`src/tscr_pkg.sv`:
```
`default_nettype none
package tscr_pkg;

  // register byte offsets
  localparam logic [7:0] OFS_CONTROL = 8'h00;
  localparam logic [7:0] OFS_TMR0_COUNT = 8'h04;
  localparam logic [7:0] OFS_TMR1_COUNT = 8'h08;
  localparam logic [7:0] OFS_TMR2_COUNT = 8'h0c;
  localparam logic [7:0] OFS_CAP_RELOAD = 8'h10;
  localparam logic [7:0] OFS_IRQ_STATUS = 8'h14;
  localparam logic [7:0] OFS_IRQ_MASK = 8'h18;

  // control register layout
  localparam int CTRL_W = 17;
  localparam int CB_TMR0_MODE = 0;
  localparam int CB_TMR0_COUNTER = 2;
  localparam int CB_TMR0_GATE = 3;
  localparam int CB_TMR1_MODE = 4;
  localparam int CB_TMR1_COUNTER = 6;
  localparam int CB_TMR1_GATE = 7;
  localparam int CB_TMR0_RUN = 8;
  localparam int CB_TMR1_RUN = 9;
  localparam int CB_CAP_RELOAD_SEL = 10;
  localparam int CB_TMR2_COUNTER = 11;
  localparam int CB_TMR2_RUN = 12;
  localparam int CB_EXT_TRIG_EN = 13;
  localparam int CB_XMIT_CLK_SEL = 14;
  localparam int CB_RECV_CLK_SEL = 15;
  localparam int CB_CLK_OUT_EN = 16;

  // interrupt status and mask layout
  localparam int IRQ_W = 4;
  localparam int SB_TMR0_OVF = 0;
  localparam int SB_TMR1_OVF = 1;
  localparam int SB_TMR2_OVF = 2;
  localparam int SB_EXT_TRIG = 3;

  // timer zero / one modes
  localparam logic [1:0] MODE_13BIT = 2'h0;
  localparam logic [1:0] MODE_16BIT = 2'h1;
  localparam logic [1:0] MODE_AUTO8 = 2'h2;
  localparam logic [1:0] MODE_SPLIT = 2'h3;

  localparam logic [1:0] RESP_OKAY = 2'h0;
  localparam logic [1:0] RESP_SLVERR = 2'h2;

  typedef enum logic [1:0] {
    T2M_CAPTURE = 2'b00,
    T2M_RELOAD = 2'b01,
    T2M_BAUD = 2'b10,
    T2M_OTHER = 2'b11
  } tscr_t2mode_e;

  typedef enum logic [2:0] {
    REG_CONTROL = 3'b000,
    REG_TMR0_COUNT = 3'b001,
    REG_TMR1_COUNT = 3'b010,
    REG_TMR2_COUNT = 3'b011,
    REG_CAP_RELOAD = 3'b100,
    REG_IRQ_STATUS = 3'b101,
    REG_IRQ_MASK = 3'b110,
    REG_NONE = 3'b111
  } tscr_reg_e;

  typedef struct packed {
    logic [CTRL_W-1:0] ctrl;
    logic [15:0] cnt0;
    logic [15:0] cnt1;
    logic [15:0] cnt2;
    logic [15:0] rcap;
    logic [IRQ_W-1:0] status;
    logic [IRQ_W-1:0] mask;
    logic [3:0] pin_q;
    logic aw_got;
    logic w_got;
    logic [7:0] awaddr;
    logic [31:0] wdata;
    logic [3:0] wstrb;
    logic awready;
    logic wready;
    logic bvalid;
    logic [1:0] bresp;
    logic arready;
    logic rvalid;
    logic [1:0] rresp;
    logic [31:0] rdata;
    logic irq;
    logic baud_tick;
  } tscr_state_s;

  localparam tscr_state_s STATE_RESET = '0;

endpackage : tscr_pkg
`default_nettype wire

```
`src/tscr_top.sv`:
```
`timescale 1ns/10ps
`default_nettype none
module tscr_top
  import tscr_pkg::*;
(
  // clock and reset
  input wire logic CLK,
  input wire logic RST_N,
  // axi4-lite write address and data
  input wire logic [7:0] S_AXI_AWADDR,
  input wire logic S_AXI_AWVALID,
  output logic S_AXI_AWREADY,
  input wire logic [31:0] S_AXI_WDATA,
  input wire logic [3:0] S_AXI_WSTRB,
  input wire logic S_AXI_WVALID,
  output logic S_AXI_WREADY,
  // axi4-lite write response
  output logic [1:0] S_AXI_BRESP,
  output logic S_AXI_BVALID,
  input wire logic S_AXI_BREADY,
  // axi4-lite read
  input wire logic [7:0] S_AXI_ARADDR,
  input wire logic S_AXI_ARVALID,
  output logic S_AXI_ARREADY,
  output logic [31:0] S_AXI_RDATA,
  output logic [1:0] S_AXI_RRESP,
  output logic S_AXI_RVALID,
  input wire logic S_AXI_RREADY,
  // external pins
  input wire logic EXT_IRQ_PIN_ZERO,
  input wire logic EXT_IRQ_PIN_ONE,
  input wire logic TMR_ZERO_COUNT_PIN,
  input wire logic TMR_ONE_COUNT_PIN,
  input wire logic TMR_TWO_COUNT_PIN,
  input wire logic TMR_TWO_TRIGGER_PIN,
  // outputs
  output logic IRQ,
  output logic TMR_ONE_BAUD_TICK
);

  ////////////////////////////////////////////////////////////////////////////////
  // helpers

  function automatic tscr_reg_e decode(input logic [7:0] addr);
    case (addr)
      OFS_CONTROL: decode = REG_CONTROL;
      OFS_TMR0_COUNT: decode = REG_TMR0_COUNT;
      OFS_TMR1_COUNT: decode = REG_TMR1_COUNT;
      OFS_TMR2_COUNT: decode = REG_TMR2_COUNT;
      OFS_CAP_RELOAD: decode = REG_CAP_RELOAD;
      OFS_IRQ_STATUS: decode = REG_IRQ_STATUS;
      OFS_IRQ_MASK: decode = REG_IRQ_MASK;
      default: decode = REG_NONE;
    endcase
  endfunction : decode

  function automatic logic [31:0] read_word(input tscr_reg_e sel, input tscr_state_s s);
    case (sel)
      REG_CONTROL: read_word = {{(32-CTRL_W){1'b0}}, s.ctrl};
      REG_TMR0_COUNT: read_word = {16'h0000, s.cnt0};
      REG_TMR1_COUNT: read_word = {16'h0000, s.cnt1};
      REG_TMR2_COUNT: read_word = {16'h0000, s.cnt2};
      REG_CAP_RELOAD: read_word = {16'h0000, s.rcap};
      REG_IRQ_STATUS: read_word = {{(32-IRQ_W){1'b0}}, s.status};
      REG_IRQ_MASK: read_word = {{(32-IRQ_W){1'b0}}, s.mask};
      default: read_word = 32'h0000_0000;
    endcase
  endfunction : read_word

  function automatic logic [31:0] merge(input logic [31:0] old, input logic [31:0] data,
                                        input logic [3:0] strb);
    merge = old;
    for (int i = 0; i < 4; i++) begin
      if (strb[i]) begin
        merge[i*8 +: 8] = data[i*8 +: 8];
      end
    end
  endfunction : merge

  // one counting step of timer zero or one in modes 0..2; bit 16 is the overflow
  function automatic logic [16:0] step(input logic [1:0] mode, input logic [15:0] c);
    case (mode)
      MODE_13BIT: step = (c[4:0] == 5'h1f) ? {c[15:8] == 8'hff, c[15:8] + 8'h01, c[7:5], 5'h00}
        : {1'b0, c[15:5], c[4:0] + 5'h01};
      MODE_16BIT: step = {c == 16'hffff, c + 16'h0001};
      MODE_AUTO8: step = (c[7:0] == 8'hff) ? {1'b1, c[15:8], c[15:8]}
        : {1'b0, c[15:8], c[7:0] + 8'h01};
      default: step = {1'b0, c};
    endcase
  endfunction : step

  ////////////////////////////////////////////////////////////////////////////////
  // datapath terms

  tscr_state_s st, nx;
  tscr_reg_e wr_sel, rd_sel;
  tscr_t2mode_e t2_mode;
  logic [3:0] pins, fall;
  logic [16:0] step0, step1;
  logic [IRQ_W-1:0] set;
  logic [31:0] wr_merged;
  logic split, tick0, hi_tick, tick1, tick2, trig, wr_fire, rd_fire;
  logic wr_cnt0, wr_cnt1, wr_cnt2, wr_rcap;

  assign pins = {TMR_TWO_TRIGGER_PIN, TMR_TWO_COUNT_PIN, TMR_ONE_COUNT_PIN, TMR_ZERO_COUNT_PIN};
  // previous sample against current: one pulse per falling edge
  assign fall = st.pin_q & ~pins;

  assign split = st.ctrl[CB_TMR0_MODE +: 2] == MODE_SPLIT;
  assign tick0 = st.ctrl[CB_TMR0_RUN] & (~st.ctrl[CB_TMR0_GATE] | EXT_IRQ_PIN_ZERO)
                 & (st.ctrl[CB_TMR0_COUNTER] ? fall[0] : 1'b1);
  assign hi_tick = split & st.ctrl[CB_TMR1_RUN];
  // a split timer zero takes over the run bit, so timer one then runs out of mode 3 whenever its gate allows
  assign tick1 = (split | st.ctrl[CB_TMR1_RUN]) & (~st.ctrl[CB_TMR1_GATE] | EXT_IRQ_PIN_ONE)
                 & (st.ctrl[CB_TMR1_MODE +: 2] != MODE_SPLIT)
                 & (st.ctrl[CB_TMR1_COUNTER] ? fall[1] : 1'b1);
  assign tick2 = st.ctrl[CB_TMR2_RUN] & (st.ctrl[CB_TMR2_COUNTER] ? fall[2] : 1'b1);
  assign trig = fall[3] & st.ctrl[CB_EXT_TRIG_EN];

  assign t2_mode = (st.ctrl[CB_XMIT_CLK_SEL] | st.ctrl[CB_RECV_CLK_SEL]) ? T2M_BAUD :
                   st.ctrl[CB_CAP_RELOAD_SEL] ? T2M_CAPTURE :
                   st.ctrl[CB_CLK_OUT_EN] ? T2M_OTHER : T2M_RELOAD;

  assign step0 = step(st.ctrl[CB_TMR0_MODE +: 2], st.cnt0);
  assign step1 = step(st.ctrl[CB_TMR1_MODE +: 2], st.cnt1);

  assign wr_fire = st.aw_got & st.w_got & ~st.bvalid;
  assign wr_sel = decode(st.awaddr);
  assign rd_fire = S_AXI_ARVALID & st.arready;
  assign rd_sel = decode(S_AXI_ARADDR);
  assign wr_merged = merge(read_word(wr_sel, st), st.wdata, st.wstrb);
  assign wr_cnt0 = wr_fire && wr_sel == REG_TMR0_COUNT;
  assign wr_cnt1 = wr_fire && wr_sel == REG_TMR1_COUNT;
  assign wr_cnt2 = wr_fire && wr_sel == REG_TMR2_COUNT;
  assign wr_rcap = wr_fire && wr_sel == REG_CAP_RELOAD;

  ////////////////////////////////////////////////////////////////////////////////
  // next state

  always_comb begin
    nx = st;
    set = '0;
    // timer zero
    if (split) begin
      if (tick0) begin
        nx.cnt0[7:0] = st.cnt0[7:0] + 8'h01;
        set[SB_TMR0_OVF] = st.cnt0[7:0] == 8'hff;
      end
      if (hi_tick) begin
        nx.cnt0[15:8] = st.cnt0[15:8] + 8'h01;
        set[SB_TMR1_OVF] = st.cnt0[15:8] == 8'hff;
      end
    end else if (tick0) begin
      nx.cnt0 = step0[15:0];
      set[SB_TMR0_OVF] = step0[16];
    end
    // timer one; its flag belongs to the high byte while zero is split
    if (tick1) begin
      nx.cnt1 = step1[15:0];
      if (!split) begin
        set[SB_TMR1_OVF] = set[SB_TMR1_OVF] | step1[16];
      end
    end
    nx.baud_tick = tick1 & step1[16];
    // timer two counting
    if (tick2) begin
      if (st.cnt2 == 16'hffff) begin
        nx.cnt2 = (t2_mode == T2M_RELOAD || t2_mode == T2M_BAUD) ? st.rcap : 16'h0000;
        set[SB_TMR2_OVF] = t2_mode == T2M_CAPTURE || t2_mode == T2M_RELOAD;
      end else begin
        nx.cnt2 = st.cnt2 + 16'h0001;
      end
    end
    // timer two trigger; flag shares the interrupt with overflow
    if (trig) begin
      case (t2_mode)
        T2M_CAPTURE: begin
          nx.rcap = st.cnt2;
          set[SB_EXT_TRIG] = 1'b1;
        end
        T2M_RELOAD: begin
          nx.cnt2 = st.rcap;
          set[SB_EXT_TRIG] = 1'b1;
        end
        default: begin
          set[SB_EXT_TRIG] = 1'b1;
        end
      endcase
    end
    // status: read clears, but a new event in the same cycle survives
    nx.status = ((rd_fire && rd_sel == REG_IRQ_STATUS) ? '0 : st.status) | set;
    nx.pin_q = pins;
    // bus write; software wins over counting in the same cycle
    if (S_AXI_AWVALID && st.awready) begin
      nx.aw_got = 1'b1;
      nx.awaddr = S_AXI_AWADDR;
    end
    if (S_AXI_WVALID && st.wready) begin
      nx.w_got = 1'b1;
      nx.wdata = S_AXI_WDATA;
      nx.wstrb = S_AXI_WSTRB;
    end
    if (st.bvalid && S_AXI_BREADY) begin
      nx.bvalid = 1'b0;
    end
    if (wr_fire) begin
      nx.aw_got = 1'b0;
      nx.w_got = 1'b0;
      nx.bvalid = 1'b1;
      nx.bresp = RESP_OKAY;
      case (wr_sel)
        REG_CONTROL: nx.ctrl = wr_merged[CTRL_W-1:0];
        REG_TMR0_COUNT: nx.cnt0 = wr_merged[15:0];
        REG_TMR1_COUNT: nx.cnt1 = wr_merged[15:0];
        REG_TMR2_COUNT: nx.cnt2 = wr_merged[15:0];
        REG_CAP_RELOAD: nx.rcap = wr_merged[15:0];
        REG_IRQ_MASK: nx.mask = wr_merged[IRQ_W-1:0];
        REG_IRQ_STATUS: nx.bresp = RESP_OKAY;
        default: nx.bresp = RESP_SLVERR;
      endcase
    end
    // bus read
    if (st.rvalid && S_AXI_RREADY) begin
      nx.rvalid = 1'b0;
    end
    if (rd_fire) begin
      nx.rvalid = 1'b1;
      nx.rdata = read_word(rd_sel, st);
      nx.rresp = (rd_sel == REG_NONE) ? RESP_SLVERR : RESP_OKAY;
    end
    // readies are registered so every bus output comes from a flop
    nx.awready = ~nx.aw_got & ~nx.bvalid;
    nx.wready = ~nx.w_got & ~nx.bvalid;
    nx.arready = ~nx.rvalid;
    nx.irq = |(nx.status & nx.mask);
  end

  always_ff @(posedge CLK or negedge RST_N) begin
    if (!RST_N) begin
      st <= STATE_RESET;
    end else begin
      st <= nx;
    end
  end

  assign S_AXI_AWREADY = st.awready;
  assign S_AXI_WREADY = st.wready;
  assign S_AXI_BRESP = st.bresp;
  assign S_AXI_BVALID = st.bvalid;
  assign S_AXI_ARREADY = st.arready;
  assign S_AXI_RDATA = st.rdata;
  assign S_AXI_RRESP = st.rresp;
  assign S_AXI_RVALID = st.rvalid;
  assign IRQ = st.irq;
  assign TMR_ONE_BAUD_TICK = st.baud_tick;
endmodule : tscr_top
`default_nettype wire

```
`config.mk`:
```
export PLATFORM = sky130hd
export DESIGN_NAME = tscr_top
export DESIGN_NICKNAME = d
export VERILOG_FILES = /design/src/tscr_pkg.sv /design/src/tscr_top.sv
export SDC_FILE = /design/constraint.sdc
export NUM_CORES = 1
export LEC_CHECK = 0
export ABC_AREA = 1
export BUFFER_PORTS_ARGS = -buffer_cell sky130_fd_sc_hd__buf_4
export CORE_MARGIN = 2
export CORE_UTILIZATION = 41
export DETAILED_ROUTE_END_ITERATION = 10
export PLACE_DENSITY = 0.57
export SYNTH_ARGS = -nofsm -noshare
export SYNTH_HDL_FRONTEND = slang
export SYNTH_SLANG_ARGS = --single-unit
export TNS_END_PERCENT = 50
```
`constraint.sdc`:
```
create_clock -name CLK -period 2.41 [get_ports CLK]
set_input_delay 0.1205 -clock CLK [delete_from_list [all_inputs] [get_ports CLK]]
set_output_delay 0.1205 -clock CLK [all_outputs]
set_load 0.01 [all_outputs]
```
==> results.md, run 1 <==
- Post-DRT Antenna Nets: 0
- Via/cell ratio: 5.47
- RSZ-0062 raised after global routing: no
- Crit-path max cell delay: 0.42 ns
- Number of flops mapped to enable cells by yosys: 0
- Num CTS Buffers: 17
- Top reg by flops: st
- Largest net degree at the start of global routing: 58
- CP Max Fanout: 6
- Worst path required time: 2.78 ns
- First-pass GRT wire length: 59,100 µm
- Initial antenna violation count: 1
- Final Max Slew Viols: 0
- Synth top area cells: dfrtp_1, nand2_1, inv_1, o21ai_0, nand3_1
- Upper clock frequency limit: 441 MHz
- CTS tree: yes
- Commonest non-fill, non-tap cell in the layout: nand2_1
- P&R area growth vs syn: 20.1%
- Final min period: 2.27 ns
- Most frequent cells in the layout: nand2_1, inv_1, dfrtp_1
- RR Startpoint: st[149]
- Diodes inserted: 0
- Die Y-Extent: 163 µm
- Mapped cell area: 10,300 µm²
- Status: finished, violations left
- CP bufs+invs: 1
- GP Congestion: 1.00
- Layout Nets: 1,708
- Vias in the first global route: 10,087
- R2R Setup Slk: 0.14 ns
- Worst-case clock buffer depth: 2
- Share of post-route cells with drive strength above 1: 0.144
- Crit path kind: flop to flop
- Hold slack: -0.00184 ns
- Hold crit path type: primary input to flop
- Crit path DAT: 2.64 ns
- Clock Latency Late Sink: 0.44 ns
- Final HPWL DP: 29,100 µm
- Critical Path, Cell by Cell: ha_1 -> nand2_1 -> nor2_1 -> ha_1 -> nor2_1 -> inv_1 -> nand3_1 -> o21ai_0 -> nand3_1 -> nand3_1 -> nand2_1
- Wire length per cell: 19.3 µm
- PortBufs: 74
- Grt ovf: 0
- Slowest CP cell: dfrtp_1
- Number of DRC markers in iteration 0: 1,187
- Die ar.: 26,400 µm²
- DIE WIDTH: 163 µm
- Synth top area share: 0.362
- Routed vias: 10,816
- Worst vdd ir: 0.000527 V
- Overall power: 12.3 mW
- Initial DRT Pass Iterations: 6
- Max cap viols: 0
- WL final: 38,300 µm
- Crit path depth: 11
- Final Cycle Share: 0.942
- Io pins: 108
- Reg clk slew, reported paths: 0.07 ns
- Root buffer cell: clkbuf_16
- Main synth FF type: dfrtp_1
- Initial core utilization: 0.413
- Mapped Cells: 1,512
- CP dominant cell by count: nand3_1
- Hold Fails Final Rpt: 1
- Failing checks: negative hold slack
- # rows: 58
- Gr usage total: 0.295
- DRC viols: 0
- Setup violators final: 0
- Hold Path Stages: 3
- Avg Synthesized Cell Area: 6.82 µm²
- Leakage: 6.22 nW
- Clk sinks: 149
- YS warnings: 0
- H-tree levels: 4
- Core area: 25,000 µm²
- Crit path launch: st[149]
- Family with the most delay on the worst path: simple AND/OR/NAND/NOR gates
- Fin Clk Skew: 0.0161 ns
- Path depth of the worst reg2reg path: 11
- Synth unique cells: 51
- Dominant cell type by area after synthesis: dfrtp_1
- Slew headroom: 0.542
- CP startpoint kind: flop
- Sum of negative setup slack: 0 ns
- PD cells: 995 nW/µm²
- Slew @ Worst Pin: 0.687 ns
- Hold path start: S_AXI_ARADDR[7]
- Max reg flops: 123
- Post-synthesis async set-or-reset flop share: 1.00
- Post-synthesis sequential area ratio: 0.362
- Crit. End Element: flop
- Synth Register Bits: 149
==> cell usage after synthesis (all sizes together) (3+ instances only) <==
| library cell | instances |
|---|---|
| o2111ai | 5 |
| o221ai | 15 |
| a21oi | 62 |
| inv | 207 |
| a211oi | 5 |
| a21boi | 4 |
| o21ai | 176 |
| nor2 | 121 |
| nor3 | 28 |
| xor2 | 14 |
| or2 | 4 |
| buf | 63 |
| nand3 | 94 |
| a31oi | 12 |
| o211ai | 15 |
| and2 | 4 |
| clkbuf | 27 |
| nand2 | 415 |
| ha | 9 |
| clkinv | 3 |
| nand4 | 18 |
| dfrtp | 149 |
| o22ai | 45 |
==> tightest hold or removal path, delay by kind of cell <==
kind / cells / cell delay [ns]
simple gates: 1 / 0.05
buf+inv: 1 / 0.08
compound gates: 1 / 0.14
==> layer usage <==
metal  wire [µm]  global-route usage  up-vias
li1            -                   -     5180
met1       17100               0.427     5082
met2       16900               0.454      492
met3        3390              0.0446       60
met4         872              0.0905        2
met5          13                   0        -
==> logic make-up (layout without fill, tap and decap cells) <==
family	Yosys count	in the layout	synth area share
AO/OA/AOI/OAI	350	350	0.195
adder cells (fa/ha/maj)	9	9	0.0109
other	1	17	0.000364
AND/OR/NAND/NOR	687	687	0.289
buffers and inverters	300	419	0.129
XOR/XNOR	16	16	0.0136
flip-flops	149	149	0.362
==> stage by stage <==
stage / utilization / instances / hold WS (ns) / instance area (µm²) / setup slack [ns]
2_1_floorplan: - / 1528 / -0.175 / 10400 / 0.425
3_3_place_gp: 0.455 / 1909 / 0.134 / 11400 / 0.0680
3_5_place_dp: 0.455 / 1909 / 0.133 / 11400 / 0.0792
4_1_cts: 0.494 / 1977 / 0.00318 / 12300 / 0.0680
5_1_grt: 0.496 / 1977 / 0.0323 / 12400 / 0.0146
6_report: 0.496 / 1977 / -0.00184 / 12400 / 0.141
==> final cells by class <==
| cell class | count | area, µm² |
|---|---|---|
| well taps | 330 | 413 |
| clock buffers | 19 | 443 |
| inverters | 210 | 791 |
| clock inverters | 13 | 173 |
| multi-input cells | 1079 | 5350 |
| flip-flops and latches | 149 | 3730 |
| fillers | 2543 | 12600 |
| repair buffers | 177 | 1490 |
==> worst paths after layout <==
| check | endpoint |
|---|---|
| min in group asynchronous | S_AXI_RVALID |
| worst min register to register | S_AXI_ARREADY |
| worst max-delay path | st[161] |
| worst max register to register | st[161] |
| worst min-delay path | S_AXI_RRESP[1] |
| max in group asynchronous | st[178] |
==> power breakdown <==
| group | total (mW) | leakage, nW | internal [mW] | switching, mW |
|---|---|---|---|---|
| Combinational | 5.26 | 4.03 | 1.75 | 3.51 |
| Sequential | 4.19 | 1.91 | 3.34 | 0.845 |
| Clock | 2.87 | 0.287 | 1.67 | 1.20 |
==> what timing repair did <==
action                                  in CTS  in global routing
setup buffers                                0                  0
hold buffers                                36                  0
endpoints found under the setup margin       0                 27
hold endpoints to repair                    91                  0
resized for setup                            0                 13
(Power assumes the default switching activity.)
==> run 2: changes to the inputs <==
==> constraint.sdc (replaced) <==
create_clock -name CLK -period 2.8 [get_ports CLK]
set_input_delay 0.14 -clock CLK [delete_from_list [all_inputs] [get_ports CLK]]
set_output_delay 0.14 -clock CLK [all_outputs]
set_load 0.01 [all_outputs]
==> run 2 against run 1 <==
  * The run now ends clean
  * Via count fell by 2.2%
  * Core utilization fell by 1.4 points
  * Power fell by 15%
  * Final cell count fell by 1.9%
  * Cell area fell by 2.8%
  * Non-clock buffer count fell by 36
  * Fmax fell by 6.9%
  * Sequential power fell by 10%
  * Count of clock-buffer cells in the layout did not move
  * Largest cell class unchanged
==> results.md, run 2 (synthesized netlist as in run 1, its figures left out) <==
- Crit. End Element: flop (unchanged)
- Initial core utilization: 0.413 (unchanged)
- Gr usage total: 0.301 (was 0.295)
- H-tree levels: 4 (unchanged)
- RSZ-0062 raised after global routing: no (unchanged)
- Post-CTS Setup Bufs: 0 (unchanged)
- Via/cell ratio: 5.45 (was 5.47)
- Cell area after layout: 12,000 µm² (was 12,400 µm²)
- Largest net degree at the start of global routing: 62 (was 58)
- Slew headroom: 0.536 (was 0.542)
- Max reg flops: 123 (unchanged)
- Number of fill cells in the layout: 2,614 (was 2,543)
- Slowest CP cell: a221oi_1 (was dfrtp_1)
- Worst-case clock buffer depth: 2 (unchanged)
- P&R area growth vs syn: 16.7% (was 20.1%)
- Vias in the first global route: 10,029 (was 10,087)
- PD cells: 866 nW/µm² (was 995 nW/µm²)
- First-pass GRT wire length: 60,000 µm (was 59,100 µm)
- Worst vdd ir: 0.000381 V (was 0.000527 V)
- DRC viols: 0 (unchanged)
- Initial antenna violation count: 1 (unchanged)
- Max cap viols: 0 (unchanged)
- Final Max Slew Viols: 0 (unchanged)
- Slew @ Worst Pin: 0.695 ns (was 0.687 ns)
- Commonest non-fill, non-tap cell in the layout: nand2_1 (unchanged)
- Grt ovf: 0 (unchanged)
- Top reg by flops: st (unchanged)
- CP Max Fanout: 5 (was 6)
- Share of post-route cells with drive strength above 1: 0.121 (was 0.144)
- # rows: 58 (unchanged)
- Final HPWL DP: 29,000 µm (was 29,100 µm)
- Num CTS Buffers: 17 (unchanged)
- WL final: 38,500 µm (was 38,300 µm)
- Wire length per cell: 19.9 µm (was 19.3 µm)
- Die Y-Extent: 163 µm (unchanged)
- Crit path DAT: 2.76 ns (was 2.64 ns)
- Family with the most delay on the worst path: compound AO/OA/AOI/OAI gates (was simple AND/OR/NAND/NOR gates)
- Layout Nets: 1,672 (was 1,708)
- CTS tree: yes (unchanged)
- Status: complete, no violations (was finished, violations left)
- DIE WIDTH: 163 µm (unchanged)
- Worst slack at placement: 0.407 ns (was 0.0792 ns)
- Root buffer cell: clkbuf_16 (unchanged)
- Overall power: 10.4 mW (was 12.3 mW)
- CP startpoint kind: flop (unchanged)
- Worst path required time: 3.12 ns (was 2.78 ns)
- Placed Area: 11,100 µm² (was 11,400 µm²)
- Number of DRC markers in iteration 0: 928 (was 1,187)
- Setup violators final: 0 (unchanged)
- Leakage: 6.02 nW (was 6.22 nW)
- Most frequent cells in the layout: nand2_1, inv_1, dfrtp_1 (unchanged)
- CP bufs+invs: 3 (was 1)
- Upper clock frequency limit: 410 MHz (was 441 MHz)
- Hold Fails Final Rpt: 0 (was 1)
- Core area: 25,000 µm² (unchanged)
- Crit-path max cell delay: 0.43 ns (was 0.42 ns)
- Cts repair resizes: 0 (unchanged)
- Critical Path, Cell by Cell: ha_1 -> nand3_1 -> inv_1 -> ha_1 -> inv_1 -> o21ai_0 -> nand2_1 -> a221oi_1 -> o21ai_0 -> o21ai_0 -> inv_1 (was ha_1 -> nand2_1 -> nor2_1 -> ha_1 -> nor2_1 -> inv_1 -> nand3_1 -> o21ai_0 -> nand3_1 -> nand3_1 -> nand2_1)
- Reg clk slew, reported paths: 0.07 ns (about the same)
- Clock Latency Late Sink: 0.44 ns (about the same)
- Post-DRT Antenna Nets: 0 (unchanged)
- PortBufs: 74 (unchanged)
- Hold crit path type: primary input to flop (unchanged)
- Routed vias: 10,573 (was 10,816)
- GP Congestion: 0.991 (was 1.00)
- Diodes inserted: 0 (unchanged)
- Sum of negative setup slack: 0 ns (unchanged)
- Final Cycle Share: 0.870 (was 0.942)
- Fin Clk Skew: 0.0109 ns (was 0.0161 ns)
- Io pins: 108 (unchanged)
- Final min period: 2.44 ns (was 2.27 ns)
- Die ar.: 26,400 µm² (unchanged)
- Final Worst Setup Slack: 0.363 ns (was 0.141 ns)
- Clk sinks: 149 (unchanged)
- Crit path kind: flop to flop (unchanged)
- Initial DRT Pass Iterations: 8 (was 6)
==> run 2: cell count changes in the layout (fill, tap and decap cells not counted), sizes merged <==
| cell | previous run | this run |
|---|---|---|
| dlygate4sd3 | 36 | 35 |
| clkinv | 5 | 4 |
| buf | 141 | 106 |
==> run 2: layer usage <==
metal	track usage	wire length (µm)	vias to the layer above
met1	0.431	17700	4955
met2	0.452	16700	454
li1	-	-	5109
met4	0.0837	913	0
met5	0	0	-
met3	0.0746	3230	55
==> run 2: metrics by stage <==
step / util / hold WS [ns] / cells
finish: 0.482 / 0.0427 / 1940
global placement: 0.443 / 0.158 / 1874
CTS: 0.482 / 0.0295 / 1940
global route: 0.482 / 0.0446 / 1940
floorplan: - / -0.156 / 1528
detailed placement: 0.443 / 0.166 / 1874
==> run 2: path summary, 6_finish.rpt <==
path / cells past startpoint / end / slack (ns) / from
max in group asynchronous: 3 / st[44] / 1.85 / RST_N
hold reg to reg: 1 / S_AXI_ARREADY / 0.47 / S_AXI_RVALID
min in group asynchronous: 2 / S_AXI_ARREADY / 0.24 / RST_N
setup / recovery: 11 / st[134] / 0.36 / st[133]
hold / removal: 3 / S_AXI_RRESP[1] / 0.04 / S_AXI_ARADDR[4]
setup reg to reg: 11 / st[134] / 0.36 / st[133]
==> run 2: power by group <==
part	internal, mW	switching (mW)	leakage (nW)	total (mW)
Combinational	1.33	2.84	3.82	4.17
Clock	1.46	1.03	0.292	2.49
Sequential	2.88	0.885	1.91	3.76
Total	5.67	4.75	6.02	10.4
==> run 2: area by class of cell <==
type / instances / area (µm²) / area share
sequential: 149 / 3730 / 0.310
multi-input combinational: 1079 / 5310 / 0.441
timing repair buffer: 141 / 1170 / 0.0976
clock buffer: 19 / 453 / 0.0376
tap: 330 / 413 / 0.0343
inverter: 210 / 790 / 0.0656
clock inverter: 12 / 169 / 0.0140
==> run 2: worst reg2reg max path: stages (launching register included) <==
cell and delay, ns:
dfrtp_1 0.41, ha_1 0.21, nand3_1 0.13, inv_1 0.15
ha_1 0.22, inv_1 0.11, o21ai_0 0.24, nand2_1 0.14
a221oi_1 0.43, o21ai_0 0.14, o21ai_0 0.09, inv_1 0.06
==> run 2: what timing repair did <==
action,in CTS,in global routing
endpoints found under the setup margin,0,0
endpoints found under the hold margin,91,0
hold buffers,35,0
==> run 3: changes to the inputs <==
--- a/config.mk
+++ b/config.mk
@@ -10,7 +10,9 @@
 export CORE_MARGIN = 2
 export CORE_UTILIZATION = 41
 export DETAILED_ROUTE_END_ITERATION = 10
+export HOLD_SLACK_MARGIN = 0.15
 export PLACE_DENSITY = 0.57
+export SETUP_SLACK_MARGIN = 0.3
 export SYNTH_ARGS = -nofsm -noshare
 export SYNTH_HDL_FRONTEND = slang
 export SYNTH_SLANG_ARGS = --single-unit
==> run 3 against run 2 <==
  * Global-route usage about the same
  * Largest power group unchanged
  * Routed wire length rose by 0.32%
  * Largest cell class unchanged
  * Power up 0.22%
  * Cell area increased by 0.38%
  * Critical path type unchanged
==> results.md, run 3 (synthesized netlist as in run 1, its figures left out) <==
- Upper clock frequency limit: 413 MHz (was 410 MHz)
- Leakage: 6.03 nW (was 6.02 nW)
- P&R area growth vs syn: 17.2% (was 16.7%)
- Worst slack at placement: 0.407 ns (unchanged)
- Slew @ Worst Pin: 0.695 ns (about the same)
- Grt ovf: 0 (unchanged)
- Status: complete, no violations (unchanged)
- Initial DRT Pass Iterations: 5 (was 8)
- Initial core utilization: 0.413 (unchanged)
- Slew headroom: 0.536 (about the same)
- Most frequent cells in the layout: nand2_1, inv_1, dfrtp_1 (unchanged)
- Cell area after layout: 12,100 µm² (was 12,000 µm²)
- Root buffer cell: clkbuf_16 (unchanged)
- RSZ-0062 raised after global routing: yes (was no)
- Final HPWL DP: 29,000 µm (unchanged)
- Worst vdd ir: 0.000384 V (was 0.000381 V)
- Gr usage total: 0.301 (about the same)
- Die Y-Extent: 163 µm (unchanged)
- Initial antenna violation count: 1 (unchanged)
- Fin util: 0.484 (was 0.482)
- Path depth of the worst reg2reg path: 11 (unchanged)
- Max reg flops: 123 (unchanged)
- Crit path launch: st[133] (unchanged)
- CP bufs+invs: 3 (unchanged)
- Top reg by flops: st (unchanged)
- Wire length per cell: 19.9 µm (about the same)
- R2R Setup Slk: 0.38 ns (was 0.36 ns)
- Diodes inserted: 0 (unchanged)
- Hold crit path type: primary input to flop (unchanged)
- Num CTS Buffers: 17 (unchanged)
- First-pass GRT wire length: 60,000 µm (about the same)
- Clock Latency Late Sink: 0.44 ns (about the same)
- H-tree levels: 4 (unchanged)
- Share of post-route cells with drive strength above 1: 0.122 (was 0.121)
- Crit path to: st[134] (unchanged)
- GP Congestion: 0.991 (unchanged)
- Layout Nets: 1,675 (was 1,672)
- Die ar.: 26,400 µm² (unchanged)
- CTS tree: yes (unchanged)
- Crit. End Element: flop (unchanged)
- Crit-path max cell delay: 0.44 ns (was 0.43 ns)
- PortBufs: 74 (unchanged)
- Core area: 25,000 µm² (unchanged)
- Slowest CP cell: a221oi_1 (unchanged)
- Post-CTS Setup Bufs: 0 (unchanged)
- Number of fill cells in the layout: 2,609 (was 2,614)
- Family with the most delay on the worst path: compound AO/OA/AOI/OAI gates (unchanged)
- Final Worst Setup Slack: 0.376 ns (was 0.363 ns)
- Final min period: 2.42 ns (was 2.44 ns)
- Critical Path, Cell by Cell: ha_1 -> nand3_1 -> inv_1 -> ha_1 -> inv_1 -> o21ai_0 -> nand2_1 -> a221oi_1 -> o21ai_0 -> o21ai_0 -> inv_1 (unchanged)
- Fin Clk Skew: 0.0109 ns (about the same)
- Hold Fails Final Rpt: 0 (unchanged)
- Routed vias: 10,628 (was 10,573)
- Sum of negative setup slack: 0 ns (unchanged)
- Max cap viols: 0 (unchanged)
- Crit path DAT: 2.75 ns (was 2.76 ns)
- FF-to-FF End: st[134] (unchanged)
- CP startpoint kind: flop (unchanged)
- CP Max Fanout: 5 (unchanged)
- Largest net degree at the start of global routing: 62 (unchanged)
- Crit path kind: flop to flop (unchanged)
- Commonest non-fill, non-tap cell in the layout: nand2_1 (unchanged)
- Crit path depth: 11 (unchanged)
- Post-DRT Antenna Nets: 0 (unchanged)
- Via/cell ratio: 5.47 (was 5.45)
- Hold slack: 0.178 ns (was 0.0427 ns)
- Reg clk slew, reported paths: 0.07 ns (about the same)
- PD cells: 864 nW/µm² (was 866 nW/µm²)
- Final Cycle Share: 0.866 (was 0.870)
- DRC viols: 0 (unchanged)
- Worst path required time: 3.13 ns (was 3.12 ns)
- Setup violators final: 0 (unchanged)
- RR Startpoint: st[133] (unchanged)
- Clk sinks: 149 (unchanged)
- Placed Area: 11,100 µm² (unchanged)
- WL final: 38,700 µm (was 38,500 µm)
- Io pins: 108 (unchanged)
- DIE WIDTH: 163 µm (unchanged)
- Worst-case clock buffer depth: 2 (unchanged)
- # rows: 58 (unchanged)
- Final Max Slew Viols: 0 (unchanged)
- Vias in the first global route: 10,018 (was 10,029)
- Number of DRC markers in iteration 0: 936 (was 928)
## run 3: tightest hold or removal path, delay by kind of cell
family	cells	cell delay, ns
and+or+nand+nor	3	0.17
buffers and inverters	2	0.28
## run 3: routing by layer
metal	global-route usage	wire, µm	vias to the layer above
met5	0	0	-
met4	0.0837	932	0
met3	0.0746	3230	62
met2	0.453	16800	432
met1	0.431	17700	5014
li1	-	-	5120
## run 3: cell type report
cell class	count	area, µm²	area share
Clock buffer	19	453	0.0375
Clock inverter	12	169	0.0140
Inverter	210	793	0.0657
Multi-Input combinational cell	1079	5320	0.440
Sequential cell	149	3730	0.309
Tap cell	330	413	0.0342
Timing Repair Buffer	144	1200	0.0997
## run 3: worst min-delay path by stage
stage / end / depth (start not counted) / from
finish: st[52] / 5 / S_AXI_WVALID
global route: st[60] / 5 / S_AXI_WVALID
CTS: st[45] / 5 / S_AXI_WVALID
detailed placement: S_AXI_ARREADY / 1 / RST_N
global placement: S_AXI_RVALID / 1 / RST_N
floorplan: IRQ / 0 / RST_N
## run 3: stage by stage
| step | std cells | power (mW) |
|---|---|---|
| floorplan | 1528 | 6.27 |
| global placement | 1874 | 7.77 |
| detailed placement | 1874 | 7.80 |
| CTS | 1943 | 10.4 |
| global route | 1943 | 11.1 |
| finish | 1943 | 10.4 |
## run 3: repair_timing
item | 4_1_cts | 5_1_grt
gates resized for setup | 0 | 6
hold buffers | 38 | 0
endpoints found under the setup margin | 0 | 48
hold endpoints to repair | 96 | 0
## run 3: power breakdown
part,switching [mW],internal (mW),total (mW)
clock network,1.03,1.46,2.50
registers,0.881,2.88,3.76
logic,2.85,1.34,4.19
